==> config.mk <==
export PLATFORM = sky130hd
export DESIGN_NAME = srap_top
export DESIGN_NICKNAME = d
export VERILOG_FILES = /design/src/srap_pkg.sv /design/src/srap_fifo.sv /design/src/srap_top.sv
export SDC_FILE = /design/constraint.sdc
export NUM_CORES = 1
export LEC_CHECK = 0
export BUFFER_PORTS_ARGS = -buffer_cell sky130_fd_sc_hd__buf_2
export CAP_MARGIN = 20
export CORE_ASPECT_RATIO = 0.9
export CORE_UTILIZATION = 26
export DETAILED_ROUTE_END_ITERATION = 16
export GPL_TIMING_DRIVEN = 1
export PLACE_DENSITY = 0.44
export SYNTH_ARGS = -nofsm -noshare
export SYNTH_HDL_FRONTEND = slang
export SYNTH_HIERARCHICAL = 1
export SYNTH_SLANG_ARGS = --single-unit
==> constraint.sdc <==
create_clock -name clk -period 5 [get_ports clk]
set_clock_uncertainty 0.1 [all_clocks]
set_input_delay 0.5 -clock clk [delete_from_list [all_inputs] [get_ports clk]]
set_output_delay 0.5 -clock clk [all_outputs]
set_load 0.05 [all_outputs]
==> src/srap_pkg.sv <==
package srap_pkg;
    // ------------------------------------------------------------
    // Register map
    // ------------------------------------------------------------
    localparam logic [6:0] TRICKLE_ADDR   = 7'h11;
    localparam logic [7:0] TRICKLE_RESET  = 8'h00;
    localparam logic [6:0] RTC_LAST       = 7'h1F;
    localparam logic [6:0] RTC_FIRST      = 7'h00;
    localparam logic [6:0] RAM_LAST       = 7'h7F;
    localparam logic [6:0] RAM_FIRST      = 7'h20;
    localparam logic [6:0] ALM_A_FIRST    = 7'h07;
    localparam logic [6:0] ALM_A_LAST     = 7'h0A;
    localparam logic [6:0] ALM_B_FIRST    = 7'h0B;
    localparam logic [6:0] ALM_B_LAST     = 7'h0E;
    localparam logic [3:0] CHARGE_KEY     = 4'hA;
    localparam logic [1:0] SEL_NONE       = 2'h0;
    localparam logic [1:0] DIODE_NONE     = 2'h1;
    localparam logic [1:0] DIODE_ONE      = 2'h2;
    localparam logic [1:0] RES_1K         = 2'h1;
    localparam logic [1:0] RES_2K         = 2'h2;
    localparam logic [1:0] RES_4K         = 2'h3;
    localparam logic [2:0] BIT_LAST       = 3'h7;
    localparam int         ADDR_RW_BIT    = 7;
    localparam int         FIFO_DEPTH     = 8;

    // ------------------------------------------------------------
    // Types
    // ------------------------------------------------------------
    typedef enum logic [1:0] {
        SRAP_IDLE,
        SRAP_ADDR,
        SRAP_DATA
    } srap_phase_t;

    typedef struct packed {
        logic       write;
        logic [6:0] addr;
        logic [7:0] data;
    } srap_req_t;

    typedef struct packed {
        logic       enable;
        logic       one_diode;
        logic [1:0] resistor;
    } srap_charge_t;
endpackage

==> src/srap_fifo.sv <==
module srap_fifo
    import srap_pkg::*;
#(
    parameter int WIDTH = 16,
    parameter int DEPTH = 8
) (
    // Clock and reset
    input  wire logic             clk,
    input  wire logic             rst_b,
    // Filling side
    input  wire logic             in_valid,
    output logic                  in_ready,
    input  wire logic [WIDTH-1:0] in_data,
    // Draining side
    output logic                  out_valid,
    input  wire logic             out_ready,
    output logic [WIDTH-1:0]      out_data
);
    localparam int AW = $clog2(DEPTH);

    typedef struct packed {
        logic [AW:0] wr;
        logic [AW:0] rd;
    } srap_fifo_st_t;

    srap_fifo_st_t    st_ff;
    srap_fifo_st_t    nxt_st;
    logic [WIDTH-1:0] mem [DEPTH];
    logic             full;
    logic             empty;

    // Pointers carry one extra wrap bit for honest full/empty
    assign full      = (st_ff.wr[AW] != st_ff.rd[AW]) && (st_ff.wr[AW-1:0] == st_ff.rd[AW-1:0]);
    assign empty     = (st_ff.wr == st_ff.rd);
    assign in_ready  = !full;
    assign out_valid = !empty;
    assign out_data  = mem[st_ff.rd[AW-1:0]];

    // Pointer advance
    always_comb begin
        nxt_st = st_ff;
        if (in_valid && !full) begin
            nxt_st.wr = st_ff.wr + 1'b1;
        end
        if (out_ready && !empty) begin
            nxt_st.rd = st_ff.rd + 1'b1;
        end
    end

    always_ff @(posedge clk or negedge rst_b) begin
        if (!rst_b) begin
            st_ff <= '0;
        end else begin
            st_ff <= nxt_st;
        end
    end

    // Storage has no reset; only written entries are ever read
    always_ff @(posedge clk) begin
        if (in_valid && !full) begin
            mem[st_ff.wr[AW-1:0]] <= in_data;
        end
    end
endmodule

==> src/srap_top.sv <==
// What this block does
// - Charging enabled only for key 1010
// - Charge register resets to all zeros
// - Diode field 01 none, 10 one, else off
// - Resistor 01/10/11 picks 1k/2k/4k, 00 off
// - Strap high four-wire, low three-wire
// - Slave only, separate in and out lines
// - Chip enable frames and aborts each transfer
// - Four-wire: clock level at enable picks edges
// - Four-wire bytes of eight, MSB first
// - First byte is address, top bit write
// - Four-wire reads out, writes in
// - Pointer increments after every data byte
// - Clock space wraps 1Fh to 00h
// - RAM space wraps 7Fh to 20h
// - Three-wire shared line, LSB first
// - Three-wire capture rising, change falling
// - Interrupt pins only pull low
// - Pointer on alarm registers clears flag
module srap_top
    import srap_pkg::*;
(
    // Clock and reset
    input  wire logic       clk,
    input  wire logic       rst_b,
    // Serial pins
    input  wire logic       sclk,
    input  wire logic       ce,
    input  wire logic       sdi,
    output logic            sdo,
    output logic            sdo_oe,
    input  wire logic       interface_select_strap,
    // Register side: reads come back combinationally by address
    output logic            req_valid,
    input  wire logic       req_ready,
    output srap_req_t       req,
    output logic [6:0]      rd_addr,
    input  wire logic [7:0] rd_data,
    // Alarm flags from the timekeeper
    input  wire logic       alarm_a_set,
    input  wire logic       alarm_b_set,
    input  wire logic       alarm_a_irq_en,
    input  wire logic       alarm_b_irq_en,
    output logic            alarm_a_flag,
    output logic            alarm_b_flag,
    // Open-drain interrupt pins
    output logic            irq_out_a,
    output logic            irq_out_a_oe,
    output logic            irq_out_b,
    output logic            irq_out_b_oe,
    // Charger controls
    output logic [7:0]      trickle_charge_control,
    output srap_charge_t    charge
);
    // ------------------------------------------------------------
    // Reset and pin synchronisers
    // ------------------------------------------------------------
    logic [1:0] rst_sync_ff;
    logic       rst_n;
    logic [3:0] pin_s1_ff;
    logic [3:0] pin_s2_ff;
    logic       sclk_s;
    logic       ce_s;
    logic       sdi_s;
    logic       strap_s;

    // Reset enters asynchronously, released on the clock
    always_ff @(posedge clk or negedge rst_b) begin
        if (!rst_b) begin
            rst_sync_ff <= 2'h0;
        end else begin
            rst_sync_ff <= {rst_sync_ff[0], 1'b1};
        end
    end
    assign rst_n = rst_sync_ff[1];

    // Pins come from the master's domain; first stage read only by second
    always_ff @(posedge clk or negedge rst_n) begin
        if (!rst_n) begin
            pin_s1_ff <= 4'h0;
            pin_s2_ff <= 4'h0;
        end else begin
            pin_s1_ff <= {interface_select_strap, sdi, ce, sclk};
            pin_s2_ff <= pin_s1_ff;
        end
    end
    assign sclk_s  = pin_s2_ff[0];
    assign ce_s    = pin_s2_ff[1];
    assign sdi_s   = pin_s2_ff[2];
    assign strap_s = pin_s2_ff[3];

    // ------------------------------------------------------------
    // State
    // ------------------------------------------------------------
    typedef struct packed {
        srap_phase_t phase;
        logic        sclk_d;
        logic        idle_pol;
        logic        four_wire;
        logic [2:0]  bit_cnt;
        logic [7:0]  shift;
        logic [7:0]  tx;
        logic        write;
        logic [6:0]  ptr;
        logic        driving;
        logic        sdo_o;
        logic        req_v;
        srap_req_t   req_q;
        logic [7:0]  tcc;
        logic        flag_a;
        logic        flag_b;
        logic        irq_a;
        logic        irq_b;
        srap_charge_t chg;
    } srap_st_t;

    srap_st_t st_ff;
    srap_st_t nxt_st;
    logic     fifo_ready;
    logic     rise;
    logic     fall;
    logic     strobe;
    logic     shift_edge;
    logic     in_bit;
    logic [7:0] byte_in;
    logic [6:0] ptr_inc;
    logic [7:0] rd_byte;

    assign rise = sclk_s && !st_ff.sclk_d;
    assign fall = !sclk_s && st_ff.sclk_d;

    // Idle low: sample on falling, shift on rising (modes 1/3)
    assign strobe     = st_ff.four_wire ? (st_ff.idle_pol ? rise : fall) : rise;
    assign shift_edge = st_ff.four_wire ? (st_ff.idle_pol ? fall : rise) : fall;
    assign in_bit     = sdi_s;

    // Assembled byte; four-wire shifts in at bit 0, three-wire at bit 7
    assign byte_in = st_ff.four_wire ? {st_ff.shift[6:0], in_bit}
                                     : {in_bit, st_ff.shift[7:1]};

    // Pointer wraps inside its own space
    always_comb begin
        if (st_ff.ptr == RTC_LAST) begin
            ptr_inc = RTC_FIRST;
        end else if (st_ff.ptr == RAM_LAST) begin
            ptr_inc = RAM_FIRST;
        end else begin
            ptr_inc = st_ff.ptr + 7'h01;
        end
    end

    // Charge register is local; other addresses read from outside
    assign rd_addr = st_ff.ptr;
    assign rd_byte = (st_ff.ptr == TRICKLE_ADDR) ? st_ff.tcc : rd_data;

    // ------------------------------------------------------------
    // Next state
    // ------------------------------------------------------------
    always_comb begin
        nxt_st = st_ff;
        nxt_st.sclk_d = sclk_s;
        nxt_st.four_wire = strap_s;
        if (st_ff.req_v && fifo_ready) begin
            nxt_st.req_v = 1'b0;
        end
        if (!ce_s) begin
            // Dropping enable aborts any partial byte and releases the line
            nxt_st.phase   = SRAP_IDLE;
            nxt_st.driving = 1'b0;
            nxt_st.sdo_o   = 1'b0;
        end else begin
            unique case (st_ff.phase)
                SRAP_IDLE: begin
                    nxt_st.phase    = SRAP_ADDR;
                    nxt_st.idle_pol = sclk_s;
                    nxt_st.bit_cnt  = 3'h0;
                end
                SRAP_ADDR, SRAP_DATA: begin
                    if (strobe) begin
                        nxt_st.shift   = byte_in;
                        nxt_st.bit_cnt = st_ff.bit_cnt + 3'h1;
                        if (st_ff.bit_cnt == BIT_LAST) begin
                            nxt_st.bit_cnt = 3'h0;
                            if (st_ff.phase == SRAP_ADDR) begin
                                nxt_st.phase = SRAP_DATA;
                                nxt_st.write = byte_in[ADDR_RW_BIT];
                                nxt_st.ptr   = byte_in[6:0];
                                nxt_st.tx    = 8'h00;
                            end else begin
                                nxt_st.ptr = ptr_inc;
                                if (st_ff.write) begin
                                    nxt_st.req_v       = 1'b1;
                                    nxt_st.req_q.write = 1'b1;
                                    nxt_st.req_q.addr  = st_ff.ptr;
                                    nxt_st.req_q.data  = byte_in;
                                    if (st_ff.ptr == TRICKLE_ADDR) begin
                                        nxt_st.tcc = byte_in;
                                    end
                                end
                            end
                        end
                    end
                    // Read data leaves on the shift edge; load happens at bit 0
                    if (shift_edge && st_ff.phase == SRAP_DATA && !st_ff.write) begin
                        nxt_st.driving = 1'b1;
                        if (st_ff.bit_cnt == 3'h0) begin
                            nxt_st.sdo_o = st_ff.four_wire ? rd_byte[7] : rd_byte[0];
                            nxt_st.tx    = st_ff.four_wire ? {rd_byte[6:0], 1'b0}
                                                           : {1'b0, rd_byte[7:1]};
                        end else begin
                            nxt_st.sdo_o = st_ff.four_wire ? st_ff.tx[7] : st_ff.tx[0];
                            nxt_st.tx    = st_ff.four_wire ? {st_ff.tx[6:0], 1'b0}
                                                           : {1'b0, st_ff.tx[7:1]};
                        end
                    end
                end
                default: nxt_st.phase = SRAP_IDLE;
            endcase
        end
        // Alarm flags: pointer landing clears, a new match wins over the clear
        if (st_ff.phase == SRAP_DATA && ce_s) begin
            if (st_ff.ptr >= ALM_A_FIRST && st_ff.ptr <= ALM_A_LAST) begin
                nxt_st.flag_a = 1'b0;
            end
            if (st_ff.ptr >= ALM_B_FIRST && st_ff.ptr <= ALM_B_LAST) begin
                nxt_st.flag_b = 1'b0;
            end
        end
        if (alarm_a_set) begin
            nxt_st.flag_a = 1'b1;
        end
        if (alarm_b_set) begin
            nxt_st.flag_b = 1'b1;
        end
        nxt_st.irq_a = st_ff.flag_a && alarm_a_irq_en;
        nxt_st.irq_b = st_ff.flag_b && alarm_b_irq_en;
        // Charger decode from the stored control byte
        nxt_st.chg.enable = (st_ff.tcc[7:4] == CHARGE_KEY)
                         && (st_ff.tcc[3:2] == DIODE_NONE || st_ff.tcc[3:2] == DIODE_ONE)
                         && (st_ff.tcc[1:0] != SEL_NONE);
        nxt_st.chg.one_diode = (st_ff.tcc[3:2] == DIODE_ONE);
        nxt_st.chg.resistor  = st_ff.tcc[1:0];
    end

    always_ff @(posedge clk or negedge rst_n) begin
        if (!rst_n) begin
            st_ff     <= '0;
            st_ff.tcc <= TRICKLE_RESET;
        end else begin
            st_ff <= nxt_st;
        end
    end

    // ------------------------------------------------------------
    // Write path buffer; a full buffer holds the pending write
    // ------------------------------------------------------------
    logic req_v_o;
    srap_req_t req_o;
    logic fifo_pop;

    srap_fifo #(
        .WIDTH ($bits(srap_req_t)),
        .DEPTH (FIFO_DEPTH)
    ) u_fifo (
        .clk       (clk),
        .rst_b     (rst_n),
        .in_valid  (st_ff.req_v),
        .in_ready  (fifo_ready),
        .in_data   (st_ff.req_q),
        .out_valid (req_v_o),
        .out_ready (fifo_pop),
        .out_data  (req_o)
    );

    // Head moves out only into an empty or just-taken stage, so a stall drops nothing
    assign fifo_pop = req_v_o && (!req_valid || req_ready);
    always_ff @(posedge clk or negedge rst_n) begin
        if (!rst_n) begin
            req_valid <= 1'b0;
            req       <= '0;
        end else if (fifo_pop) begin
            req_valid <= 1'b1;
            req       <= req_o;
        end else if (req_ready) begin
            req_valid <= 1'b0;
        end
    end

    // ------------------------------------------------------------
    // Outputs
    // ------------------------------------------------------------
    assign sdo                    = st_ff.sdo_o;
    assign sdo_oe                 = st_ff.driving;
    assign alarm_a_flag           = st_ff.flag_a;
    assign alarm_b_flag           = st_ff.flag_b;
    assign irq_out_a              = 1'b0;
    assign irq_out_a_oe           = st_ff.irq_a;
    assign irq_out_b              = 1'b0;
    assign irq_out_b_oe           = st_ff.irq_b;
    assign trickle_charge_control = st_ff.tcc;
    assign charge                 = st_ff.chg;

    // ------------------------------------------------------------
    // Checks
    // ------------------------------------------------------------
    property p_key;
        @(posedge clk) disable iff (!rst_n)
        st_ff.tcc[7:4] != CHARGE_KEY |=> !charge.enable;
    endproperty
    a_key: assert property (p_key) else $error("charger on without key");

    property p_reset_tcc;
        @(posedge clk) $rose(rst_n) |-> trickle_charge_control == TRICKLE_RESET;
    endproperty
    a_reset_tcc: assert property (p_reset_tcc) else $error("charge reg not zero");

    property p_diode;
        @(posedge clk) disable iff (!rst_n)
        (st_ff.tcc[3:2] == 2'h0 || st_ff.tcc[3:2] == 2'h3) |=> !charge.enable;
    endproperty
    a_diode: assert property (p_diode) else $error("bad diode enables");

    property p_res;
        @(posedge clk) disable iff (!rst_n)
        st_ff.tcc[1:0] == SEL_NONE |=> !charge.enable;
    endproperty
    a_res: assert property (p_res) else $error("zero resistor enables");

    property p_abort;
        @(posedge clk) disable iff (!rst_n)
        !ce_s |=> st_ff.phase == SRAP_IDLE && !sdo_oe;
    endproperty
    a_abort: assert property (p_abort) else $error("no abort on enable low");

    property p_nodrive_write;
        @(posedge clk) disable iff (!rst_n)
        st_ff.write && st_ff.phase == SRAP_DATA |-> !sdo_oe;
    endproperty
    a_nodrive_write: assert property (p_nodrive_write) else $error("drive in write");

    property p_wrap_rtc;
        @(posedge clk) disable iff (!rst_n)
        ce_s && st_ff.phase == SRAP_DATA && strobe && st_ff.bit_cnt == BIT_LAST
            && st_ff.ptr == RTC_LAST |=> st_ff.ptr == RTC_FIRST;
    endproperty
    a_wrap_rtc: assert property (p_wrap_rtc) else $error("clock wrap wrong");

    property p_wrap_ram;
        @(posedge clk) disable iff (!rst_n)
        ce_s && st_ff.phase == SRAP_DATA && strobe && st_ff.bit_cnt == BIT_LAST
            && st_ff.ptr == RAM_LAST |=> st_ff.ptr == RAM_FIRST;
    endproperty
    a_wrap_ram: assert property (p_wrap_ram) else $error("ram wrap wrong");

    property p_irq_od;
        @(posedge clk) disable iff (!rst_n)
        !irq_out_a && !irq_out_b && irq_out_a_oe == $past(alarm_a_flag && alarm_a_irq_en)
            && irq_out_b_oe == $past(alarm_b_flag && alarm_b_irq_en);
    endproperty
    a_irq_od: assert property (p_irq_od) else $error("irq drives high");
endmodule

After elaboration in Yosys (flattened, before gate mapping)
Memories as Yosys holds them, arrays and structs flattened. A register that Yosys moved wholly into a read port is not among the register bits.
Cells that the tools add are included.
Operators by class
  add/subtract/negate cells: 4
  multipliers: 0
  divide/modulo/power cells: 0
  magnitude comparators: 4
  equal/unequal tests: 18
  shifts and indexed selects: 0
  muxes and demuxes: 45
  bitwise gates (word level): 1
  reduce and logical (&&, ||, !) cells: 49
Operator list (number)
  $mux W25: 5
  $mux W8: 7
  $mux W27: 2
  $mux W7: 3
  $reduce_bool A2 Y1: 10
  $mux W1: 16
  $mux W16: 1
  $logic_and A1 B1 Y1: 15
  $eq A7 B5 Y1 const B: 2
  $le A7 B4 Y1 const B: 2
  $mux W2: 7
  $reduce_and A5 Y1: 2
  $mux W9: 1
  $ne A3 B3 Y1 const B: 3
  $reduce_and A3 Y1: 3
  $add A4 B1 Y4 const B: 2
  $reduce_and A2 Y1: 4
  $add A7 B1 Y7 const B: 1
  $eq A7 B7 Y1 const B: 1
  $ge A7 B3 Y1 const B: 1
  $ge A7 B4 Y1 const B: 1
  $logic_not A1 Y1: 7
  $reduce_and A7 Y1: 1
  $pmux W3 S2: 1
  19 further kinds: 23
Word-level totals
  flip-flop bits (word level): 86
  latch bits: 0
  RAM bits: 128
  memory bits (read-only): 0
  bits of input ports: 19
  output and inout bits: 44
  word-level logic and storage cells: 151
  memories kept: 1
Memories
  u_fifo.mem: words 8, width 16, rd ports 1, clocked after memory_dff 1, wr ports 1, RTL line srap_fifo.sv:28  | logic [WIDTH-1:0] mem [DEPTH];

Longest topological paths before layout
Gate-level depths: netlist (run 1).
  depth in word-level cells: 11
  gate-level depth with buffers: 10
  mapped depth without buffers: 8

By module
The synthesis (run 1) kept the hierarchy.
Modules (own cells, without submodules)
  srap_fifo: times used 1, cells each 243, area each 5557.8 µm², seq. area each 4043.9 µm²
  srap_top: times used 1, cells each 405, area each 4444.3 µm², seq. area each 2352.3 µm²

Worst setup path before layout (run 1)
No wires, ideal clock.
  path type: register to register
  start: register u_fifo/st_ff[6] in the netlist's numbering
  end: memory u_fifo.mem[6][0] (enable)
  setup time: 0.436 ns
  arrival time: 2.763 ns
  required time: 4.464 ns
  path slack: 1.701 ns
  cell stages (with the launch flop): 5
  buffers on the path: 1
  clock period less this slack: 3.299 ns
  cell sequence: dfrtp_1 buf_4 xor2_1 nor4_2 nor4b_1
On the way
  word-level cells in the longest chain between the ends: 6
RTL lines
  start: declaration: RTL line srap_fifo.sv:26  | srap_fifo_st_t st_ff;
  start signal: assignment: RTL line srap_fifo.sv:54  | st_ff <= nxt_st;
  $eq A3 B3 Y1: RTL line srap_fifo.sv:33  | assign full = (st_ff.wr[AW] != st_ff.rd[AW]) && (st_ff.wr[AW-1:0] == st_ff.rd[AW-1:0]);
  $logic_and A1 B1 Y1: RTL line srap_fifo.sv:33
  $logic_not A1 Y1: RTL line srap_fifo.sv:60  | if (in_valid && !full) begin
  $logic_and A1 B1 Y1: RTL line srap_fifo.sv:60
  $mux W1: RTL line srap_fifo.sv:60
  $mux W1 (not written as such): RTL line srap_fifo.sv:61  | mem[st_ff.wr[AW-1:0]] <= in_data;
  end: declaration: RTL line srap_fifo.sv:28
Parallel ways exist; a longest one is shown, timed or not.

Final worst setup path (run 1)
  start: register st_ff[62] in the netlist's numbering
  end: register st_ff[24] in the netlist's numbering
On the way
  word-level cells in the longest chain between the ends: 2
RTL lines
  start: declaration: RTL line srap_top.sv:117  | srap_st_t st_ff;
  start signal: assignment: RTL line srap_top.sv:250  | st_ff <= nxt_st;
  $mux W1: RTL line srap_top.sv:133  | assign strobe = st_ff.four_wire ? (st_ff.idle_pol ? rise : fall) : rise;
  $reduce_and A6 Y1 (no source line)
Every way passes these cells.
A chain may end at the register's enable or synchronous reset.

==> results of run 1 <==
-- state kept, by name (all words and copies together) (netlist names) --
name / flops
sdo_oe: 1
irq_out_a_oe: 1
rst_sync_ff: 2
rd_addr: 7
req_valid: 1
pin_s2_ff: 4
irq_out_b_oe: 1
charge: 4
sdo: 1
trickle_charge_control: 8
req: 16
alarm_a_flag: 1
alarm_b_flag: 1
pin_s1_ff: 4
u_fifo/mem: 128
u_fifo/st_ff: 8
st_ff: 42
-- worst max-delay path by stage --
stage | slack [ns] | cells past startpoint | to | from
after global placement | 2.02 | 4 | st_ff[28]$_DFFE_PN0P_ | st_ff[62]$_DFF_PN0_
after floorplan | 1.70 | 4 | u_fifo/mem[6][0]$_DFFE_PP_ | u_fifo/st_ff[6]$_DFFE_PN0P_
after CTS | 1.94 | 4 | st_ff[24]$_DFFE_PN0P_ | st_ff[62]$_DFF_PN0_
after detailed placement | 1.94 | 4 | st_ff[24]$_DFFE_PN0P_ | st_ff[62]$_DFF_PN0_
after global routing | 1.64 | 4 | st_ff[28]$_DFFE_PN0P_ | st_ff[62]$_DFF_PN0_
final | 1.96 | 4 | st_ff[24]$_DFFE_PN0P_ | st_ff[62]$_DFF_PN0_
-- through the flow --
step | area (sq um) | power [mW] | hold slack (ns)
global placement | 10700 | 3.69 | 0.188
finish | 11600 | 5.48 | 0.0290
detailed placement | 10700 | 3.68 | 0.187
floorplan | 10000 | 3.37 | 0.104
global route | 11600 | 5.77 | 0.0108
CTS | 11600 | 5.59 | 0.000293
-- cell families after synthesis --
| group | synth area share (%) |
|---|---|
| buf+inv | 4.28 |
| mux | 15.7 |
| fa+ha+maj | 1.63 |
| xor+xnor | 1.40 |
| simple gates | 7.06 |
| compound gates | 5.93 |
| other cells | 0.0751 |
| flops | 63.9 |
-- critical path, delay by kind of cell, from the launching register on --
| kind | cells | cell delay [ns] |
|---|---|---|
| AND/OR/NAND/NOR | 2 | 1.11 |
| flip-flops | 1 | 0.88 |
| multiplexers | 2 | 0.82 |
-- cell type report --
class / count / area (sq um) / share of cell area [%]
sequential: 230 / 6400 / 55.2
multi-input combinational: 348 / 3230 / 27.8
clock buffer: 42 / 783 / 6.76
tap: 483 / 604 / 5.21
timing repair buffer: 79 / 455 / 3.93
inverter: 18 / 67.6 / 0.583
clock inverter: 8 / 55.1 / 0.475
-- repair_timing --
action / 4_1_cts / 5_1_grt
hold buffers: 5 / 0
hold endpoints to repair: 6 / 0
resized for setup: 0 / 0
-- routing by layer --
layer	up-vias	global-route usage [%]	part of all wire (%)
li1	2558	-	-
met4	0	3.05	2.3
met5	-	0	0
met1	2719	15.5	49
met3	32	2.29	3.1
met2	82	17.4	45
-- report_power, final --
group          switching, mW  total (mW)  internal (mW)
clock                  0.778        1.86           1.08
combinational          0.803        1.41          0.611
sequential            0.0891        2.21           2.12
-- cells in the final DEF, fill, tap and decap left out, drive strengths merged, types with 13 or more instances in the layout --
master,count
a21oi,33
buf,74
clkbuf,42
dfrtp,102
edfxtp,128
ha,13
inv,19
mux2,50
mux2i,15
mux4,32
nand2,25
nor2,57
o21ai,13
==> results.yml, run 1 <==
min_path:
  holdPathEnd: "alarm_b_flag$_DFFE_PN0P_"
  hp-class: "in -> reg"
  whs_path_depth: 2
  hold_start: "alarm_b_set"
synthesis:
  syn_area_per_cell_sq_um: 15.4
  yosys_warnings: 6
  synthesis.instances: 648
  yosysSeqAreaShare_pct: 63.9
  mappedNetlistArea_sq_um: 10000
  synth_top_area_share_pct: 38.4
  ys_async_sr_fraction_pct: 44.3
  synth-seq-cells: 230
  synth_common_cells: "128 x edfxtp_1, 102 x dfrtp_1, 55 x nor2_1"
  synth_cell_types: 64
  synthFlopType: "edfxtp_1"
  yosysTopAreaCell: "edfxtp_1"
  yosysMostFrequentCell: "edfxtp_1"
  synth.area.top_cells: "edfxtp_1 38%, dfrtp_1 26%, mux4_1 8.4%, mux2_2 4.3%, nor2_1 2.1%"
  synth_edf_count: 128
drt:
  route.detailed.drc: 0
  drt-total-wl_um: 21600
  dr.pass1.iters: 4
  drt_iter0_drc: 205
  viasPerCell: 4.46
  wl_per_cell_um: 17.9
  ant_nets: 0
  num_vias: 5391
die:
  die_h_um: 188
  rows: 67
  die_w_um: 209
  die-area_sq_um: 39300
  ios: 63
  initial_utilization_pct: 26.6
  core_sq_um: 37600
final_layout:
  final_nets: 736
  drive_gt1_share_pct: 24.4
  n_fill_cell: 3758
  utilization_pct: 30.9
  area_delta_synth_final_pct: 15.9
  diodes: 0
  stdcell_count: 1208
timing:
  post-route-period-util_pct: 60.8
  fin_crit_ns: 3.04
  setup_slack_ns: 1.96
  finalSetupViolations: 0
  slew_viol_final: 0
  fin_setup_tns_ns: 0
  clock.fmax_ghz: 0.329
  tightest_slew_ns: 1.02
  rsz0062_at_grt: "false"
  hold_violations: 0
  slew_headroom_pct: 31.6
flow_run:
  maxCapViolations: 0
placement:
  port_buffers: 60
  routabilityCongestion: 0.752
  place_ws_ns: 1.94
  hpwl_um: 13000
  place_inst: 1152
critical_path:
  path_cells: "nand2b_1 -> mux2i_2 -> nor3b_4 -> mux2_1"
  path_class: "reg -> reg"
  r2r_slack_ns: 1.96
  worstSetupStartpointType: "flop"
  reg2reg_depth: 4
  arrival_ns: 3.37
  cpMaxStageDelayCell: "dfrtp_1"
  cpPeakStageDelay_ns: 0.88
  r2r-end: "st_ff[24]$_DFFE_PN0P_"
  endpoint_kind: "flop"
  reg2reg_from: "st_ff[62]$_DFF_PN0_"
  worstPathRequired_ns: 5.33
  path_max_fanout: 25
clock_network:
  cts-root-buf: "clkbuf_16"
  post_cts_buffers: 0
  cts.htree.levels: 1
  clk_pin_slew_ns: 0.06
  clk_latency_ns: 0.55
  cts_made_buffers: 27
  clk_path_buf_depth: 3
  cts_tree: "yes"
  clock-sinks: 230
global_routing:
  grt_overflow: 0
  grt_max_degree: 58
  grt_pass1_wl_um: 33100
  antenna_found_initial: 0
  grtUsageTotal_pct: 11.1
  grt_pass1_vias: 5300
power_and_ir_drop:
  power.density_nw_per_um2: 473
  leakage_nw: 4.62
  max-vdd-ir-drop_mv: 0.246
outcome:
  outcome: "finished clean"
(Power assumes the default switching activity.)
==> inputs of run 2 (changes only) <==
--- a/config.mk
+++ b/config.mk
@@ -5,6 +5,7 @@
 export SDC_FILE = /design/constraint.sdc
 export NUM_CORES = 1
 export LEC_CHECK = 0
+export ABC_AREA = 1
 export BUFFER_PORTS_ARGS = -buffer_cell sky130_fd_sc_hd__buf_2
 export CAP_MARGIN = 20
 export CORE_ASPECT_RATIO = 0.9
==> constraint.sdc (replaced) <==
create_clock -name clk -period 3.2 [get_ports clk]
set_clock_uncertainty 0.1 [all_clocks]
set_input_delay 0.32 -clock clk [delete_from_list [all_inputs] [get_ports clk]]
set_output_delay 0.32 -clock clk [all_outputs]
set_load 0.05 [all_outputs]
==> run 2 against run 1 <==
Die area rose by 1.6%. Hold slack gained 0.15 ns. Sequential share of layout area shrank 1.2 points. Sequential cell count is the same. Fmax is 20% higher. Routed wire length grew 17%. Via count up 28%. Global-route usage increased by 1.8 points. Clock power up 60%. Critical path type unchanged. Critical endpoint is now st_ff[22]$_DFFE_PN0P_.
==> results.yml, run 2 <==
synthesis:
  synth-seq-cells: 230
  synth.area.top_cells: "edfxtp_1 38%, dfrtp_1 25%, nand2_1 8.6%, o21ai_0 3.4%, nor2_1 3.4%"
  yosysMostFrequentCell: "nand2_1"
  synthesis.instances: 977
  synth_common_cells: "232 x nand2_1, 128 x edfxtp_1, 102 x dfrtp_1"
  synth_edf_count: 128
  synth_cell_types: 41
  syn_area_per_cell_sq_um: 10.4
  yosys_warnings: 6
  mappedNetlistArea_sq_um: 10200
  synth_top_area_share_pct: 37.8
  yosysSeqAreaShare_pct: 63.0
  yosysTopAreaCell: "edfxtp_1"
  synthFlopType: "edfxtp_1"
  ys_async_sr_fraction_pct: 44.3
min_path:
  hp-class: "in -> reg"
  hold_start: "rd_data[7]"
timing:
  setup_slack_ns: 0.661
  finalSetupViolations: 0
  fin_crit_ns: 2.54
  fin_setup_tns_ns: 0
  slew_viol_final: 0
  slew_headroom_pct: 50.8
  post-route-period-util_pct: 79.4
  tightest_slew_ns: 0.738
  clock.fmax_ghz: 0.394
  rsz0062_at_grt: "false"
  hold_violations: 0
  fin_hold_ws_ns: 0.179
critical_path:
  path_class: "reg -> reg"
  cpPeakStageDelay_ns: 0.63
  arrival_ns: 2.85
  endpoint_kind: "flop"
  endpoint: "st_ff[22]$_DFFE_PN0P_"
  reg2reg_from: "st_ff[62]$_DFF_PN0_"
  path_depth: 8
  reg2reg_depth: 8
  r2r-end: "st_ff[22]$_DFFE_PN0P_"
  critPathBufInv: 1
  crit_family: "simple AND/OR/NAND/NOR gates"
  path_cells: "inv_2 -> nor2_1 -> nand2_1 -> nand3_4 -> nor2_4 -> nand3_4 -> nand2_1 -> o21ai_2"
  worstPathRequired_ns: 3.51
  worstSetupStartpointType: "flop"
  cpMaxStageDelayCell: "dfrtp_1"
  path_max_fanout: 32
  setup.worst_path.start: "st_ff[62]$_DFF_PN0_"
  r2r_slack_ns: 0.66
die:
  core_sq_um: 38500
  initial_utilization_pct: 26.4
  die_w_um: 210
  die_h_um: 190
  die-area_sq_um: 39900
  ios: 63
  rows: 68
drt:
  viasPerCell: 4.36
  route.detailed.drc: 0
  drt_iter0_drc: 328
  dr.pass1.iters: 4
  drt-total-wl_um: 25300
  num_vias: 6902
  ant_nets: 0
  wl_per_cell_um: 16.0
power_and_ir_drop:
  power.density_nw_per_um2: 757
  leakage_nw: 5.20
  total_power_mw: 8.97
  max-vdd-ir-drop_mv: 0.335
final_layout:
  n_fill_cell: 4070
  most-common-layout-cells: "232 x nand2_1, 128 x edfxtp_1, 100 x dfrtp_1"
  drive_gt1_share_pct: 17.6
  diodes: 0
  final_nets: 1069
  stdcell_count: 1582
  utilization_pct: 30.8
  area_delta_synth_final_pct: 16.6
  largest_reg_flops: 128
  final_area_sq_um: 11800
  final_common_cell: "nand2_1"
global_routing:
  grt_overflow: 0
  antenna_found_initial: 0
  grt_pass1_wl_um: 39800
  grt_max_degree: 66
  grt_pass1_vias: 6758
  grtUsageTotal_pct: 12.9
clock_network:
  cts_tree: "yes"
  clk_path_buf_depth: 3
  clk_pin_slew_ns: 0.06
  cts.htree.levels: 1
  clock-sinks: 230
  cts_made_buffers: 26
  post_cts_buffers: 0
  cts-root-buf: "clkbuf_16"
  clk_latency_ns: 0.55
flow_run:
  maxCapViolations: 0
placement:
  port_buffers: 60
  place_ws_ns: 0.692
  place_inst: 1523
  routabilityCongestion: 0.783
  placed_cell_area_sq_um: 10900
  hpwl_um: 15900
outcome:
  outcome: "finished clean"
[run 2: cell count changes in the layout (fill, tap and decap cells not counted), moves of 36 or more]
cell	delta
mux2_2	-38
nand3_1	+45
o21ai_0	+59
inv_1	+41
nor2_1	+36
nand2_1	+207
[run 2: layout make-up]
cell class	instances	area (sq um)	area share, %
Clock buffer	37	786	6.63
Clock inverter	11	71.3	0.602
Inverter	71	268	2.26
Multi-Input combinational cell	613	3060	25.8
Sequential cell	230	6400	54.0
Tap cell	525	657	5.54
Timing Repair Buffer	95	603	5.09
[run 2: worst min path at each step]
stage,to,slack (ns),depth (start not counted)
floorplan,rst_sync_ff[0]$_DFF_PN0_,-0.08,0
global placement,rst_sync_ff[0]$_DFF_PN0_,0.007,1
detailed placement,rst_sync_ff[0]$_DFF_PN0_,0.008,1
CTS,st_ff[47]$_DFFE_PN0P_,0.16,7
global route,st_ff[50]$_DFFE_PN0P_,0.21,7
finish,sdo$_DFFE_PN0P_,0.18,7
[run 2: routing by layer]
| layer | global-route usage, % | wire (um) |
|---|---|---|
| met4 | 3.01 | 535 |
| met2 | 21.3 | 12000 |
| met1 | 17.6 | 12000 |
| met5 | 0 | 0 |
| met3 | 2.18 | 825 |
[run 2: cell families after synthesis]
logic type | count (synthesis) | synth area share, %
AO/OA/AOI/OAI | 174 | 10.1
XOR/XNOR | 4 | 0.345
adder cells (fa/ha/maj) | 13 | 1.60
buffers and inverters | 135 | 6.96
flip-flops | 230 | 63.0
other | 2 | 0.0739
AND/OR/NAND/NOR | 419 | 18.0
[run 2: where the power goes]
group | total [mW] | leakage, nW | internal [mW] | switching, mW
combinational | 2.49 | 2.05 | 0.709 | 1.79
sequential | 3.49 | 2.73 | 3.30 | 0.191
clock | 2.98 | 0.417 | 1.72 | 1.27
total | 8.97 | 5.20 | 5.72 | 3.24
[run 2: worst reg2reg max path, cell delays in order (launching register included)]
cell,delay (ns)
dfrtp_1,0.63
inv_2,0.31
nor2_1,0.09
nand2_1,0.12
nand3_4,0.18
nor2_4,0.30
nand3_4,0.41
nand2_1,0.22
o21ai_2,0.06
[run 2: repair_timing]
action	4_1_cts	5_1_grt
hold buffers	11	0
endpoints found under the hold margin	11	0
resized for setup	0	0
